--- src/design/gdsg_consts.svh ---
// constants for the gate drive supply guard: offsets, fields, resets, timing
`ifndef GDSG_CONSTS_SVH
`define GDSG_CONSTS_SVH

// register offsets (byte addresses, one word each)
`define GDSG_SUPPLY_CFG_OFS 8'h00
`define GDSG_PUMP_CFG_OFS 8'h04
`define GDSG_STATUS_OFS 8'h08
`define GDSG_CTRL_OFS 8'h0C

// supply configuration fields
`define GDSG_VSEL_LSB 0
`define GDSG_PRECHG_BIT 2
// pump configuration fields
`define GDSG_CLKSEL_LSB 0
`define GDSG_SPREAD_BIT 2
// status fields
`define GDSG_ST_LS_UV_BIT 0
`define GDSG_ST_HS_UV_BIT 1
`define GDSG_ST_LS_FLT_BIT 2
`define GDSG_ST_HS_FLT_BIT 3
`define GDSG_ST_PRECHG_DONE_BIT 4
`define GDSG_ST_PRECHG_ACT_BIT 5
// control fields (write one to clear faults)
`define GDSG_CTRL_CLR_LS_BIT 0
`define GDSG_CTRL_CLR_HS_BIT 1

// reset values
`define GDSG_SUPPLY_CFG_RST 3'h0
`define GDSG_PUMP_CFG_RST 3'h0

// drive voltage codes
`define GDSG_V7 2'h3
`define GDSG_V10 2'h2
`define GDSG_V12 2'h0
`define GDSG_V15 2'h1

// pump clock divider half periods for the four selections
`define GDSG_DIV0 8'h32
`define GDSG_DIV1 8'h28
`define GDSG_DIV2 8'h19
`define GDSG_DIV3 8'h0A
// spread spectrum swing in divider steps and step dwell
`define GDSG_SPREAD_SPAN 4'h8
`define GDSG_SPREAD_DWELL 8'h10

`endif

--- src/design/gdsg_pkg.sv ---
// types for the gate drive supply guard
package gdsg_pkg;
	typedef enum logic [1:0] {GDSG_PC_IDLE, GDSG_PC_RUN, GDSG_PC_DONE} gdsg_pc_e;
	typedef logic [1:0] gdsg_vsel_t;
	typedef logic [1:0] gdsg_clksel_t;
endpackage : gdsg_pkg

--- src/design/gdsg_pump_clk.sv ---
// charge pump clock generator with selectable rate and spread spectrum
`timescale 1ns/100ps
`include "gdsg_consts.svh"
module gdsg_pump_clk (
	// clock and reset
	input wire logic clk,
	input wire logic rstn,
	// configuration
	input wire gdsg_pkg::gdsg_clksel_t clk_select,
	input wire logic spread_enable,
	// pump clock out
	output logic pump_clk
);
	import gdsg_pkg::*;
	logic [7:0] cnt;
	logic [7:0] dwell;
	logic [3:0] offs;
	logic up;
	logic [7:0] next_cnt;
	logic [7:0] next_dwell;
	logic [3:0] next_offs;
	logic next_up;
	logic next_pump_clk;
	logic [7:0] base;
	logic [7:0] half;

	always_comb
	begin
		case (clk_select)
			2'h0: base = `GDSG_DIV0;
			2'h1: base = `GDSG_DIV1;
			2'h2: base = `GDSG_DIV2;
			default: base = `GDSG_DIV3;
		endcase
		// triangle sweep above nominal; off leaves base untouched
		half = spread_enable ? 8'(base + {4'h0, offs}) : base;
		next_cnt = cnt + 8'h01;
		next_pump_clk = pump_clk;
		if (cnt >= half - 8'h01)
		begin
			next_cnt = 8'h00;
			next_pump_clk = ~pump_clk;
		end
		next_dwell = dwell + 8'h01;
		next_offs = offs;
		next_up = up;
		if (!spread_enable)
		begin
			next_dwell = 8'h00;
			next_offs = 4'h0;
			next_up = 1'b1;
		end
		else if (dwell == `GDSG_SPREAD_DWELL)
		begin
			next_dwell = 8'h00;
			if (up && offs == `GDSG_SPREAD_SPAN)
				next_up = 1'b0;
			else if (!up && offs == 4'h0)
				next_up = 1'b1;
			else
				next_offs = up ? offs + 4'h1 : offs - 4'h1;
		end
	end

	always_ff @(posedge clk or negedge rstn)
	begin
		if (!rstn)
		begin
			cnt <= 8'h00;
			dwell <= 8'h00;
			offs <= 4'h0;
			up <= 1'b1;
			pump_clk <= 1'b0;
		end
		else
		begin
			cnt <= next_cnt;
			dwell <= next_dwell;
			offs <= next_offs;
			up <= next_up;
			pump_clk <= next_pump_clk;
		end
	end
endmodule : gdsg_pump_clk

--- src/design/gdsg_sync.sv ---
// two-flop synchroniser for one rail comparator level
`timescale 1ns/100ps
module gdsg_sync (
	// clock and reset
	input wire logic clk,
	input wire logic rstn,
	// level in and out
	input wire logic din,
	output logic dout
);
	logic meta;
	logic next_meta;
	logic next_dout;

	always_comb
	begin
		next_meta = din;
		next_dout = meta;
	end

	always_ff @(posedge clk or negedge rstn)
	begin
		if (!rstn)
		begin
			meta <= 1'b0;
			dout <= 1'b0;
		end
		else
		begin
			meta <= next_meta;
			dout <= next_dout;
		end
	end
endmodule : gdsg_sync

--- src/design/gdsg_top.sv ---
// gate drive supply guard: setpoint, pump clock, pre-charge, lockout, pull-down
`timescale 1ns/100ps
`include "gdsg_consts.svh"
module gdsg_top #(
	parameter int NUM_GATES = 6
) (
	// clock and reset
	input wire logic clk,
	input wire logic rstn,
	// register port
	input wire logic [7:0] reg_addr,
	input wire logic [31:0] reg_wdata,
	input wire logic reg_wr,
	input wire logic reg_rd,
	output logic [31:0] reg_rdata,
	// driver enable from the controller
	input wire logic driver_enable_pin,
	// rail comparators, high means above threshold (hysteresis in analog)
	input wire logic ls_rail_ok,
	input wire logic hs_rail_ok,
	// buck output good for pre-charge
	input wire logic buck_output_rail_ok,
	// pwm in and gate drive out
	input wire logic [NUM_GATES-1:0] pwm_in,
	output logic [NUM_GATES-1:0] gate_drive,
	output logic gate_hiz,
	// gate to source rise detectors and pull-down controls
	input wire logic [NUM_GATES-1:0] gate_rise,
	output logic [NUM_GATES-1:0] weak_pulldown_on,
	output logic [NUM_GATES-1:0] strong_pulldown_on,
	// pump controls
	output gdsg_pkg::gdsg_vsel_t gate_drive_voltage,
	output logic pump_clk,
	output logic pump_run,
	output logic precharge_active,
	// fault pin: output enable low drives it low (open drain)
	output logic fault_out_n_o,
	output logic fault_out_n_oe
);
	import gdsg_pkg::*;

	logic [2:0] supply_cfg;
	logic [2:0] pump_config_reg;
	logic ls_fault;
	logic hs_fault;
	logic [31:0] rdata_q;
	logic [2:0] next_supply_cfg;
	logic [2:0] next_pump_config_reg;
	logic next_ls_fault;
	logic next_hs_fault;
	logic [31:0] next_rdata;
	logic ls_ok_s;
	logic hs_ok_s;
	logic ls_ok_d;
	logic hs_ok_d;
	gdsg_pc_e pc_state;
	gdsg_pc_e next_pc_state;
	logic pump_precharge_enable;
	logic drive_on;
	logic [31:0] status_word;

	assign pump_precharge_enable = supply_cfg[`GDSG_PRECHG_BIT];

	// comparator levels are asynchronous to clk
	gdsg_sync u_ls_sync (
		.clk(clk),
		.rstn(rstn),
		.din(ls_rail_ok),
		.dout(ls_ok_s)
	);
	gdsg_sync u_hs_sync (
		.clk(clk),
		.rstn(rstn),
		.din(hs_rail_ok),
		.dout(hs_ok_s)
	);

	gdsg_pump_clk u_pump_clk (
		.clk(clk),
		.rstn(rstn),
		.clk_select(pump_config_reg[`GDSG_CLKSEL_LSB +: 2]),
		.spread_enable(pump_config_reg[`GDSG_SPREAD_BIT]),
		.pump_clk(pump_clk)
	);

	// one setpoint for both pumps
	assign gate_drive_voltage = supply_cfg[`GDSG_VSEL_LSB +: 2];

	always_comb
	begin
		status_word = 32'h0000_0000;
		status_word[`GDSG_ST_LS_UV_BIT] = ~ls_ok_s;
		status_word[`GDSG_ST_HS_UV_BIT] = ~hs_ok_s;
		status_word[`GDSG_ST_LS_FLT_BIT] = ls_fault;
		status_word[`GDSG_ST_HS_FLT_BIT] = hs_fault;
		status_word[`GDSG_ST_PRECHG_DONE_BIT] = (pc_state == GDSG_PC_DONE);
		status_word[`GDSG_ST_PRECHG_ACT_BIT] = precharge_active;
	end

	// register file and fault flags
	always_comb
	begin
		next_supply_cfg = supply_cfg;
		next_pump_config_reg = pump_config_reg;
		next_ls_fault = ls_fault;
		next_hs_fault = hs_fault;
		next_rdata = 32'h0000_0000;
		if (reg_wr)
		begin
			case (reg_addr)
				`GDSG_SUPPLY_CFG_OFS: next_supply_cfg = reg_wdata[2:0];
				`GDSG_PUMP_CFG_OFS: next_pump_config_reg = reg_wdata[2:0];
				`GDSG_CTRL_OFS:
				begin
					if (reg_wdata[`GDSG_CTRL_CLR_LS_BIT])
						next_ls_fault = 1'b0;
					if (reg_wdata[`GDSG_CTRL_CLR_HS_BIT])
						next_hs_fault = 1'b0;
				end
				default: ;
			endcase
		end
		// falling edge of a rail that was good; set wins over a clear
		if (ls_ok_d && !ls_ok_s)
			next_ls_fault = 1'b1;
		if (hs_ok_d && !hs_ok_s)
			next_hs_fault = 1'b1;
		if (reg_rd)
		begin
			case (reg_addr)
				`GDSG_SUPPLY_CFG_OFS: next_rdata = {29'h0, supply_cfg};
				`GDSG_PUMP_CFG_OFS: next_rdata = {29'h0, pump_config_reg};
				`GDSG_STATUS_OFS: next_rdata = status_word;
				default: next_rdata = 32'h0000_0000;
			endcase
		end
	end

	always_ff @(posedge clk or negedge rstn)
	begin
		if (!rstn)
		begin
			supply_cfg <= `GDSG_SUPPLY_CFG_RST;
			pump_config_reg <= `GDSG_PUMP_CFG_RST;
			ls_fault <= 1'b0;
			hs_fault <= 1'b0;
			rdata_q <= 32'h0000_0000;
			ls_ok_d <= 1'b0;
			hs_ok_d <= 1'b0;
		end
		else
		begin
			supply_cfg <= next_supply_cfg;
			pump_config_reg <= next_pump_config_reg;
			ls_fault <= next_ls_fault;
			hs_fault <= next_hs_fault;
			rdata_q <= next_rdata;
			ls_ok_d <= ls_ok_s;
			hs_ok_d <= hs_ok_s;
		end
	end

	assign reg_rdata = rdata_q;

	// pre-charge sequencer: only once after power-up reset
	always_comb
	begin
		next_pc_state = pc_state;
		case (pc_state)
			GDSG_PC_IDLE:
				if (driver_enable_pin)
					next_pc_state = GDSG_PC_DONE;
				else if (pump_precharge_enable)
					next_pc_state = GDSG_PC_RUN;
			GDSG_PC_RUN:
				// stop at buck level, when the driver is enabled or when the pre-charge enable bit is cleared
				if (driver_enable_pin || buck_output_rail_ok || !pump_precharge_enable)
					next_pc_state = GDSG_PC_DONE;
			GDSG_PC_DONE:
				next_pc_state = GDSG_PC_DONE;
			default:
				next_pc_state = GDSG_PC_IDLE;
		endcase
	end

	always_ff @(posedge clk or negedge rstn)
	begin
		if (!rstn)
		begin
			pc_state <= GDSG_PC_IDLE;
		end
		else
		begin
			pc_state <= next_pc_state;
		end
	end

	assign precharge_active = (pc_state == GDSG_PC_RUN);
	assign pump_run = driver_enable_pin | precharge_active;

	// lockout gating is combinational on synchronised status
	assign drive_on = driver_enable_pin & ls_ok_s & hs_ok_s;
	assign gate_hiz = ~drive_on;
	assign gate_drive = drive_on ? pwm_in : '0;
	assign weak_pulldown_on = '1;
	assign strong_pulldown_on = driver_enable_pin ? '0 : gate_rise;

	// open drain: pin driven low while any fault stands
	assign fault_out_n_o = 1'b0;
	assign fault_out_n_oe = ~(ls_fault | hs_fault);
endmodule : gdsg_top

--- config.mk ---
export PLATFORM = sky130hd
export DESIGN_NAME = gdsg_top
export DESIGN_NICKNAME = d
export VERILOG_FILES = /design/src/design/gdsg_pkg.sv /design/src/design/gdsg_pump_clk.sv /design/src/design/gdsg_sync.sv /design/src/design/gdsg_top.sv
export VERILOG_INCLUDE_DIRS = /design/src /design/src/design
export SDC_FILE = /design/constraint.sdc
export NUM_CORES = 1
export LEC_CHECK = 0
export ABC_AREA = 1
export BUFFER_PORTS_ARGS = -buffer_cell sky130_fd_sc_hd__buf_2
export CELL_PAD_IN_SITES_DETAIL_PLACEMENT = 1
export CELL_PAD_IN_SITES_GLOBAL_PLACEMENT = 2
export CORE_UTILIZATION = 25
export CTS_CLUSTER_SIZE = 14
export DETAILED_ROUTE_END_ITERATION = 16
export GPL_TIMING_DRIVEN = 0
export PLACE_DENSITY = 0.89
export SETUP_SLACK_MARGIN = 0.02
export SLEW_MARGIN = 20
export SYNTH_ARGS = -nofsm -noshare
export SYNTH_HDL_FRONTEND = slang
export SYNTH_HIERARCHICAL = 1
export SYNTH_SLANG_ARGS = --single-unit
--- constraint.sdc ---
create_clock -name clk -period 3.25 [get_ports clk]
set_clock_uncertainty 0.15 [all_clocks]
set_input_delay 0 -clock clk [delete_from_list [all_inputs] [get_ports clk]]
set_output_delay 0 -clock clk [all_outputs]
set_load 0.02 [all_outputs]
### After elaboration in Yosys (flattened, before gate mapping)

Cells that the tools add are included.
W data, S select, Z words.

* bitwise logic cells: 9
* equality and inequality tests: 15
* magnitude comparators: 1
* mux-type cells: 30
* reductions and logical operators: 27
* add/sub/neg operators: 6

Operators by type and width (number)
* $pmux W6 S3: 2
* $mux W8: 4
* $mux W4: 5
* $mux W6: 3
* $add A8 B1 Y8 const B: 2
* $eq A8 B4 Y1 const B: 2
* $mux W1: 12
* $reduce_bool A2 Y1: 6
* $reduce_and A3 Y1: 3
* $eq A8 B3 Y1 const B: 1
* $eq A8 B5 Y1 const B: 1
* $ge A8 B8 Y1: 1
* $logic_not A8 Y1: 1
* $reduce_and A2 Y1: 4
* $sub A8 B1 Y8 const B: 1
* $add A6 B4 Y7: 1
* $mux W2: 3
* $pmux W2 S3: 1
* $not A1 Y1: 5
* $add A4 B1 Y4 const B: 1
* $eq A2 B1 Y1 const B: 2
* $eq A2 B2 Y1 const B: 2
* $eq A4 B4 Y1 const B: 1
* $logic_and A1 B1 Y1: 4
* 11 further kinds: 20

* output and inout port bits: 58
* bits of input ports: 60
* logic and storage cells: 105
* bits in registers: 70

### Longest topological paths before layout

* depth in word-level cells: 7
* gate-level depth with buffers: 20
* gate-level depth less buffers: 20

### Hierarchy

Netlist, hierarchy kept.

Modules (own cells, without submodules)
* gdsg_pump_clk: cells each 221, sequential area each 551.8 sq um, instances 1, area each 1730.4 sq um
* gdsg_top: cells each 177, sequential area each 450.4 sq um, instances 1, area each 1348.8 sq um
* gdsg_sync: cells each 2, sequential area each 50.0 sq um, instances 2, area each 50.0 sq um

### Least setup slack after synthesis

OpenSTA, ideal clock, no wires.

* path type: reg-to-reg
* start point: reg pump_config_reg[0]
* end point: reg u_pump_clk.pump_clk
* buffers on the path: 0
* path slack: -84 ps
* period minus slack after synthesis: 3334 ps
* setup time: 79 ps
* stages on the path, launching flop included: 20
* arrival: 3105 ps
* required time: 3021 ps
* cell sequence: dfrtp_1 inv_1 ha_1 ha_1 fa_1 o21ai_1 ha_1 inv_1 nor2_2 nand3_1 nor2_1 nand2_1 nand2_1 nand2_1 ha_1 nand2_1 nor2_1 nand4_1 nand3_2 xor2_1

* cells in the longest elaborated chain, start to end: 6
* elaborated cells between the ends (all ways): 8
* classes of those cells: add/sub (2); order compare (1); eq/ne (2); mux (2); reduce/logical (1)

Ends and longest elaborated chain
* start: declaration: line gdsg_top.sv:43 `logic [2:0] pump_config_reg;`
* start signal: assignment: line gdsg_top.sv:144 `` pump_config_reg <= `GDSG_PUMP_CFG_RST; ``
* start signal: assignment: line gdsg_top.sv:154 `pump_config_reg <= next_pump_config_reg;`
* $eq A2 B2 Y1 (tied with other cells): line gdsg_pump_clk.sv:29 `case (clk_select)`
* $pmux W6 S3 (*): line gdsg_pump_clk.sv:29
* $add A6 B4 Y7: line gdsg_pump_clk.sv:36 `half = spread_enable ? 8'(base + {4'h0, offs}) : base;`
* $mux W8 (*): line gdsg_pump_clk.sv:36
* $sub A8 B1 Y8 (*): line gdsg_pump_clk.sv:39 `if (cnt >= half - 8'h01)`
* $ge A8 B8 Y1 (*): line gdsg_pump_clk.sv:39
* end signal: assignment: line gdsg_pump_clk.sv:81 `pump_clk <= next_pump_clk;`
* end: declaration: line gdsg_pump_clk.sv:12 `output logic pump_clk`

Every way passes the cells marked *; elsewhere a longest branch is shown, timed or not.
A chain may end at the register's enable or synchronous reset.

### Final worst setup path

* start point: reg pump_config_reg[1]
* end point: reg u_pump_clk.pump_clk

The elaborated chain is that of the path after synthesis.

==> impl_metrics.xml <==
<?xml version="1.0" encoding="UTF-8"?>
<metrics>
  <group name="outcome">
    <metric name="run_status" unit="">finished with violations</metric>
    <metric name="failed_checks" unit="">setup timing</metric>
  </group>
  <group name="worst_setup_path">
    <metric name="critical_path_class" unit="">flop to flop</metric>
    <metric name="endpoint_kind" unit="">flop</metric>
    <metric name="worst_ep_required_time" unit="ns">3.30</metric>
    <metric name="rr_endpoint" unit="">u_pump_clk/pump_clk$_DFFE_PN0P_</metric>
    <metric name="type_of_origin_of_the_critical_path" unit="">flop</metric>
    <metric name="crit-reg2reg-launch" unit="">pump_config_reg[1]$_DFFE_PN0P_</metric>
    <metric name="worst-r2r-cell-count" unit="">18</metric>
    <metric name="worstPathArrival" unit="ns">3.47</metric>
    <metric name="worst-path-max-fanout" unit="">5</metric>
    <metric name="r2r_slack" unit="ns">-0.17</metric>
  </group>
  <group name="clocking">
    <metric name="cts_htree_levels" unit="">2</metric>
    <metric name="tritoncts" unit="">done</metric>
    <metric name="clockBufferDepth" unit="">2</metric>
    <metric name="numCtsBuffers" unit="">5</metric>
    <metric name="clkLatencyLatePin" unit="ns">0.28</metric>
    <metric name="clock_sink_count" unit="">44</metric>
    <metric name="cts_root_buffer_type" unit="">sky130_fd_sc_hd__clkbuf_16</metric>
    <metric name="clk_pin_slew_worst_paths" unit="ns">0.07</metric>
  </group>
  <group name="synth">
    <metric name="synth.cells.most_frequent" unit="">sky130_fd_sc_hd__nand2_1, sky130_fd_sc_hd__inv_1, sky130_fd_sc_hd__dfrtp_1, sky130_fd_sc_hd__nor2_1, sky130_fd_sc_hd__buf_4</metric>
    <metric name="synth.yosys.seq_area_share" unit="">0.347</metric>
    <metric name="synthesis.yosys.warnings" unit="">6</metric>
    <metric name="yosys_register_bits" unit="">44</metric>
    <metric name="synth_area_per_cell" unit="um^2">7.91</metric>
    <metric name="synth_cell_types" unit="">36</metric>
    <metric name="synth.top_cells.by_area" unit="">sky130_fd_sc_hd__dfrtp_1, sky130_fd_sc_hd__ha_1, sky130_fd_sc_hd__nand2_1</metric>
    <metric name="syn-cell-area" unit="mm^2">0.00318</metric>
    <metric name="synth-edff-count" unit="">0</metric>
    <metric name="synth-async-reset-ratio" unit="">1.00</metric>
    <metric name="synth_top_cell_area_share" unit="">0.338</metric>
    <metric name="number_of_instances_in_the_synthesized_netlist" unit="">402</metric>
    <metric name="synthMostInstantiatedCell" unit="">sky130_fd_sc_hd__nand2_1</metric>
    <metric name="ys_dominant_reg_cell" unit="">sky130_fd_sc_hd__dfrtp_1</metric>
    <metric name="yosys.area.top_type" unit="">sky130_fd_sc_hd__dfrtp_1</metric>
  </group>
  <group name="layout">
    <metric name="nFillCells" unit="">1508</metric>
    <metric name="layoutNonFillerInstCount" unit="">686</metric>
    <metric name="ff_latch_area" unit="mm^2">0.00110</metric>
    <metric name="multi_input_area" unit="mm^2">0.00182</metric>
    <metric name="design.final.nets" unit="">606</metric>
    <metric name="layout.core_utilization" unit="">0.354</metric>
    <metric name="layout-area-overhead-vs-synth" unit="%">36.0</metric>
    <metric name="design_area" unit="mm^2">0.00433</metric>
    <metric name="post_route_cells_drive_above_1_share" unit="">0.320</metric>
    <metric name="antenna-diode-count" unit="">0</metric>
  </group>
  <group name="grt">
    <metric name="grt_antenna_before_repair" unit="">0</metric>
    <metric name="grt_pass1_wl" unit="um">12900</metric>
    <metric name="globalRoute.totalOverflow" unit="">0</metric>
    <metric name="grt_use_total" unit="">0.121</metric>
    <metric name="first_global_vias" unit="">2959</metric>
    <metric name="grt_start_max_net_pins" unit="">45</metric>
  </group>
  <group name="pwr">
    <metric name="power.switching_fraction" unit="">0.335</metric>
    <metric name="pwr-share-comb" unit="">0.338</metric>
    <metric name="totalPowerFinal" unit="uW">1980</metric>
    <metric name="vdd_drop_max" unit="mV">0.242</metric>
    <metric name="switchingPower" unit="uW">662</metric>
    <metric name="internal_power" unit="uW">1320</metric>
    <metric name="power-per-cell-area" unit="mW/mm^2">457</metric>
    <metric name="p_leak" unit="uW">0.00236</metric>
    <metric name="clkPwrFrac" unit="">0.311</metric>
    <metric name="share_seq_of_total_power" unit="">0.351</metric>
  </group>
  <group name="routing">
    <metric name="drt_iter0_markers" unit="">82</metric>
    <metric name="drc" unit="">0</metric>
    <metric name="final_wirelength" unit="um">7570</metric>
    <metric name="detail_route.first_pass.iterations" unit="">4</metric>
    <metric name="vias" unit="">2808</metric>
    <metric name="routedWlPerCell" unit="um">11.0</metric>
    <metric name="drtAntennaViolNets" unit="">0</metric>
    <metric name="viasPerCell" unit="">4.09</metric>
  </group>
  <group name="placement">
    <metric name="postPlaceCellArea" unit="mm^2">0.00380</metric>
    <metric name="place.detailed.hpwl" unit="um">5690</metric>
    <metric name="placement.io_buffers" unit="">53</metric>
    <metric name="globalplace.congestion" unit="">0.759</metric>
    <metric name="placed_cells" unit="">654</metric>
  </group>
  <group name="run">
    <metric name="drv_cap" unit="">0</metric>
  </group>
  <group name="worst_hold_path">
    <metric name="hold_depth" unit="">4</metric>
    <metric name="worstHoldEndpoint" unit="">pc_state[0]$_DFFE_PN0P_</metric>
    <metric name="min-delay-path-class" unit="">primary input to flop</metric>
    <metric name="holdCritStartpoint" unit="">driver_enable_pin</metric>
  </group>
  <group name="sta">
    <metric name="final-hold-violation-count" unit="">0</metric>
    <metric name="grt_setup_unrepaired" unit="">yes</metric>
    <metric name="final-setup-viol-count" unit="">9</metric>
    <metric name="fin_crit" unit="ns">3.42</metric>
    <metric name="timing_max_transition_violations_final" unit="">0</metric>
    <metric name="maxClockFrequency" unit="MHz">293</metric>
    <metric name="slew_headroom" unit="">0.611</metric>
    <metric name="period_share" unit="">1.05</metric>
    <metric name="layout_setup_ws" unit="ns">-0.169</metric>
    <metric name="max_slew.worst_pin.slew" unit="ns">0.584</metric>
  </group>
  <group name="die">
    <metric name="floorplan.io_pins" unit="">118</metric>
    <metric name="dieWidth" unit="um">115</metric>
    <metric name="design.die.area" unit="mm^2">0.0132</metric>
    <metric name="core_area" unit="mm^2">0.0122</metric>
    <metric name="die_h" unit="um">115</metric>
    <metric name="floorplan.rows" unit="">40</metric>
    <metric name="initial_utilization" unit="">0.260</metric>
  </group>
</metrics>
## final cells by class
type / instances / area share
Timing Repair Buffer: 76 / 0.110
Inverter: 59 / 0.0535
Clock inverter: 1 / 0.00694
Multi-Input combinational cell: 291 / 0.421
Tap cell: 168 / 0.0486
Clock buffer: 7 / 0.0353
Sequential cell: 44 / 0.255
Buffer: 40 / 0.0694
## critical path, stage by stage (launching register included)
cell	delay, ns
sky130_fd_sc_hd__dfrtp_2	0.41
sky130_fd_sc_hd__inv_2	0.07
sky130_fd_sc_hd__ha_4	0.29
sky130_fd_sc_hd__inv_4	0.04
sky130_fd_sc_hd__fa_1	0.46
sky130_fd_sc_hd__o21ai_2	0.16
sky130_fd_sc_hd__ha_2	0.21
sky130_fd_sc_hd__inv_2	0.05
sky130_fd_sc_hd__nor2_4	0.14
sky130_fd_sc_hd__nand3_4	0.09
sky130_fd_sc_hd__buf_6	0.12
sky130_fd_sc_hd__xor2_1	0.12
sky130_fd_sc_hd__inv_1	0.09
sky130_fd_sc_hd__ha_4	0.27
sky130_fd_sc_hd__nand2_4	0.04
sky130_fd_sc_hd__nor2_4	0.10
sky130_fd_sc_hd__nand4_1	0.20
sky130_fd_sc_hd__nand3_4	0.16
sky130_fd_sc_hd__xor2_1	0.15
## repair_timing
item                                   CTS  global route
setup buffers                            8             3
cloned                                   1             0
setup endpoints to repair                9             9
hold buffers                            12             0
endpoints found under the hold margin   61             0
pin swaps                               14            13
gates resized for setup                 10            15
## logic make-up (layout without fill, tap and decap cells)
kind of cell,after synthesis,in the layout,share of synthesized area
compound gates,26,26,0.0445
xor+xnor,11,11,0.0303
fa+ha+maj,29,29,0.119
buf+inv,99,183,0.166
flops,44,44,0.347
other cells,2,33,0.00236
simple gates,191,192,0.292
## worst max path at each step
stage | slack [ns] | from | cells past startpoint | end
2_1_floorplan | 0.02 | pump_config_reg[0]$_DFFE_PN0P_ | 19 | u_pump_clk/pump_clk$_DFFE_PN0P_
3_3_place_gp | -0.31 | pump_config_reg[0]$_DFFE_PN0P_ | 19 | u_pump_clk/pump_clk$_DFFE_PN0P_
3_5_place_dp | -0.40 | pump_config_reg[0]$_DFFE_PN0P_ | 19 | u_pump_clk/pump_clk$_DFFE_PN0P_
4_1_cts | -0.15 | pump_config_reg[1]$_DFFE_PN0P_ | 18 | u_pump_clk/pump_clk$_DFFE_PN0P_
5_1_grt | -0.35 | pump_config_reg[1]$_DFFE_PN0P_ | 18 | u_pump_clk/pump_clk$_DFFE_PN0P_
6_report | -0.17 | pump_config_reg[1]$_DFFE_PN0P_ | 18 | u_pump_clk/pump_clk$_DFFE_PN0P_
## placed cells by master (no fill, tap or decap), types with 2 or more instances in the layout
master                          instances
sky130_fd_sc_hd__nand2_2                9
sky130_fd_sc_hd__nor2_1                39
sky130_fd_sc_hd__buf_4                 46
sky130_fd_sc_hd__nor2_2                 5
sky130_fd_sc_hd__dfrtp_1               41
sky130_fd_sc_hd__nor2_4                 6
sky130_fd_sc_hd__inv_2                  4
sky130_fd_sc_hd__nand3b_1               2
sky130_fd_sc_hd__dfrtp_2                2
sky130_fd_sc_hd__o21ai_1                4
sky130_fd_sc_hd__o21ai_0                6
sky130_fd_sc_hd__clkbuf_16              5
sky130_fd_sc_hd__nand2_4                3
sky130_fd_sc_hd__nor3b_2                3
sky130_fd_sc_hd__ha_1                  20
sky130_fd_sc_hd__nand3_4                2
sky130_fd_sc_hd__buf_2                 55
sky130_fd_sc_hd__nor3b_1                4
sky130_fd_sc_hd__nand3_2                2
sky130_fd_sc_hd__clkbuf_8               2
sky130_fd_sc_hd__ha_4                   6
sky130_fd_sc_hd__nand3_1               30
sky130_fd_sc_hd__a21oi_1               10
sky130_fd_sc_hd__nor3_1                 6
sky130_fd_sc_hd__xor2_1                 7
sky130_fd_sc_hd__nand2_1               76
sky130_fd_sc_hd__nand4_1                2
sky130_fd_sc_hd__fa_1                   2
sky130_fd_sc_hd__xnor2_1                4
sky130_fd_sc_hd__conb_1                33
sky130_fd_sc_hd__inv_4                  4
sky130_fd_sc_hd__inv_1                 51
sky130_fd_sc_hd__o21ai_2                2
sky130_fd_sc_hd__buf_6                  3
sky130_fd_sc_hd__dlygate4sd3_1         12
## stage by stage
| stage | setup TNS, ns | worst slack, ns | hold WS, ns |
|---|---|---|---|
| floorplan | 0 | 0.0241 | -0.446 |
| global placement | -2.36 | -0.308 | -0.0379 |
| detailed placement | -3.24 | -0.404 | -0.0402 |
| CTS | -0.970 | -0.152 | 0.00761 |
| global route | -2.68 | -0.347 | 0.0347 |
| finish | -1.16 | -0.169 | 0.00520 |
## layer usage
layer / vias up / part of all wire / global-route usage
li1: 1417 / - / -
met1: 1330 / 0.43 / 0.140
met2: 58 / 0.52 / 0.233
met3: 3 / 0.042 / 0.0227
met4: 0 / 0.0049 / 0.0199
met5: - / 0 / 0
## power by group through the flow
stage / Combinational, uW / Sequential (uW) / Clock [uW]
finish: 669 / 695 / 615
global route: 768 / 710 / 653
floorplan: 432 / 692 / 0
detailed placement: 576 / 704 / 0
CTS: 619 / 694 / 628
global placement: 547 / 700 / 0
Note: power is estimated with default switching activity, not from simulation.
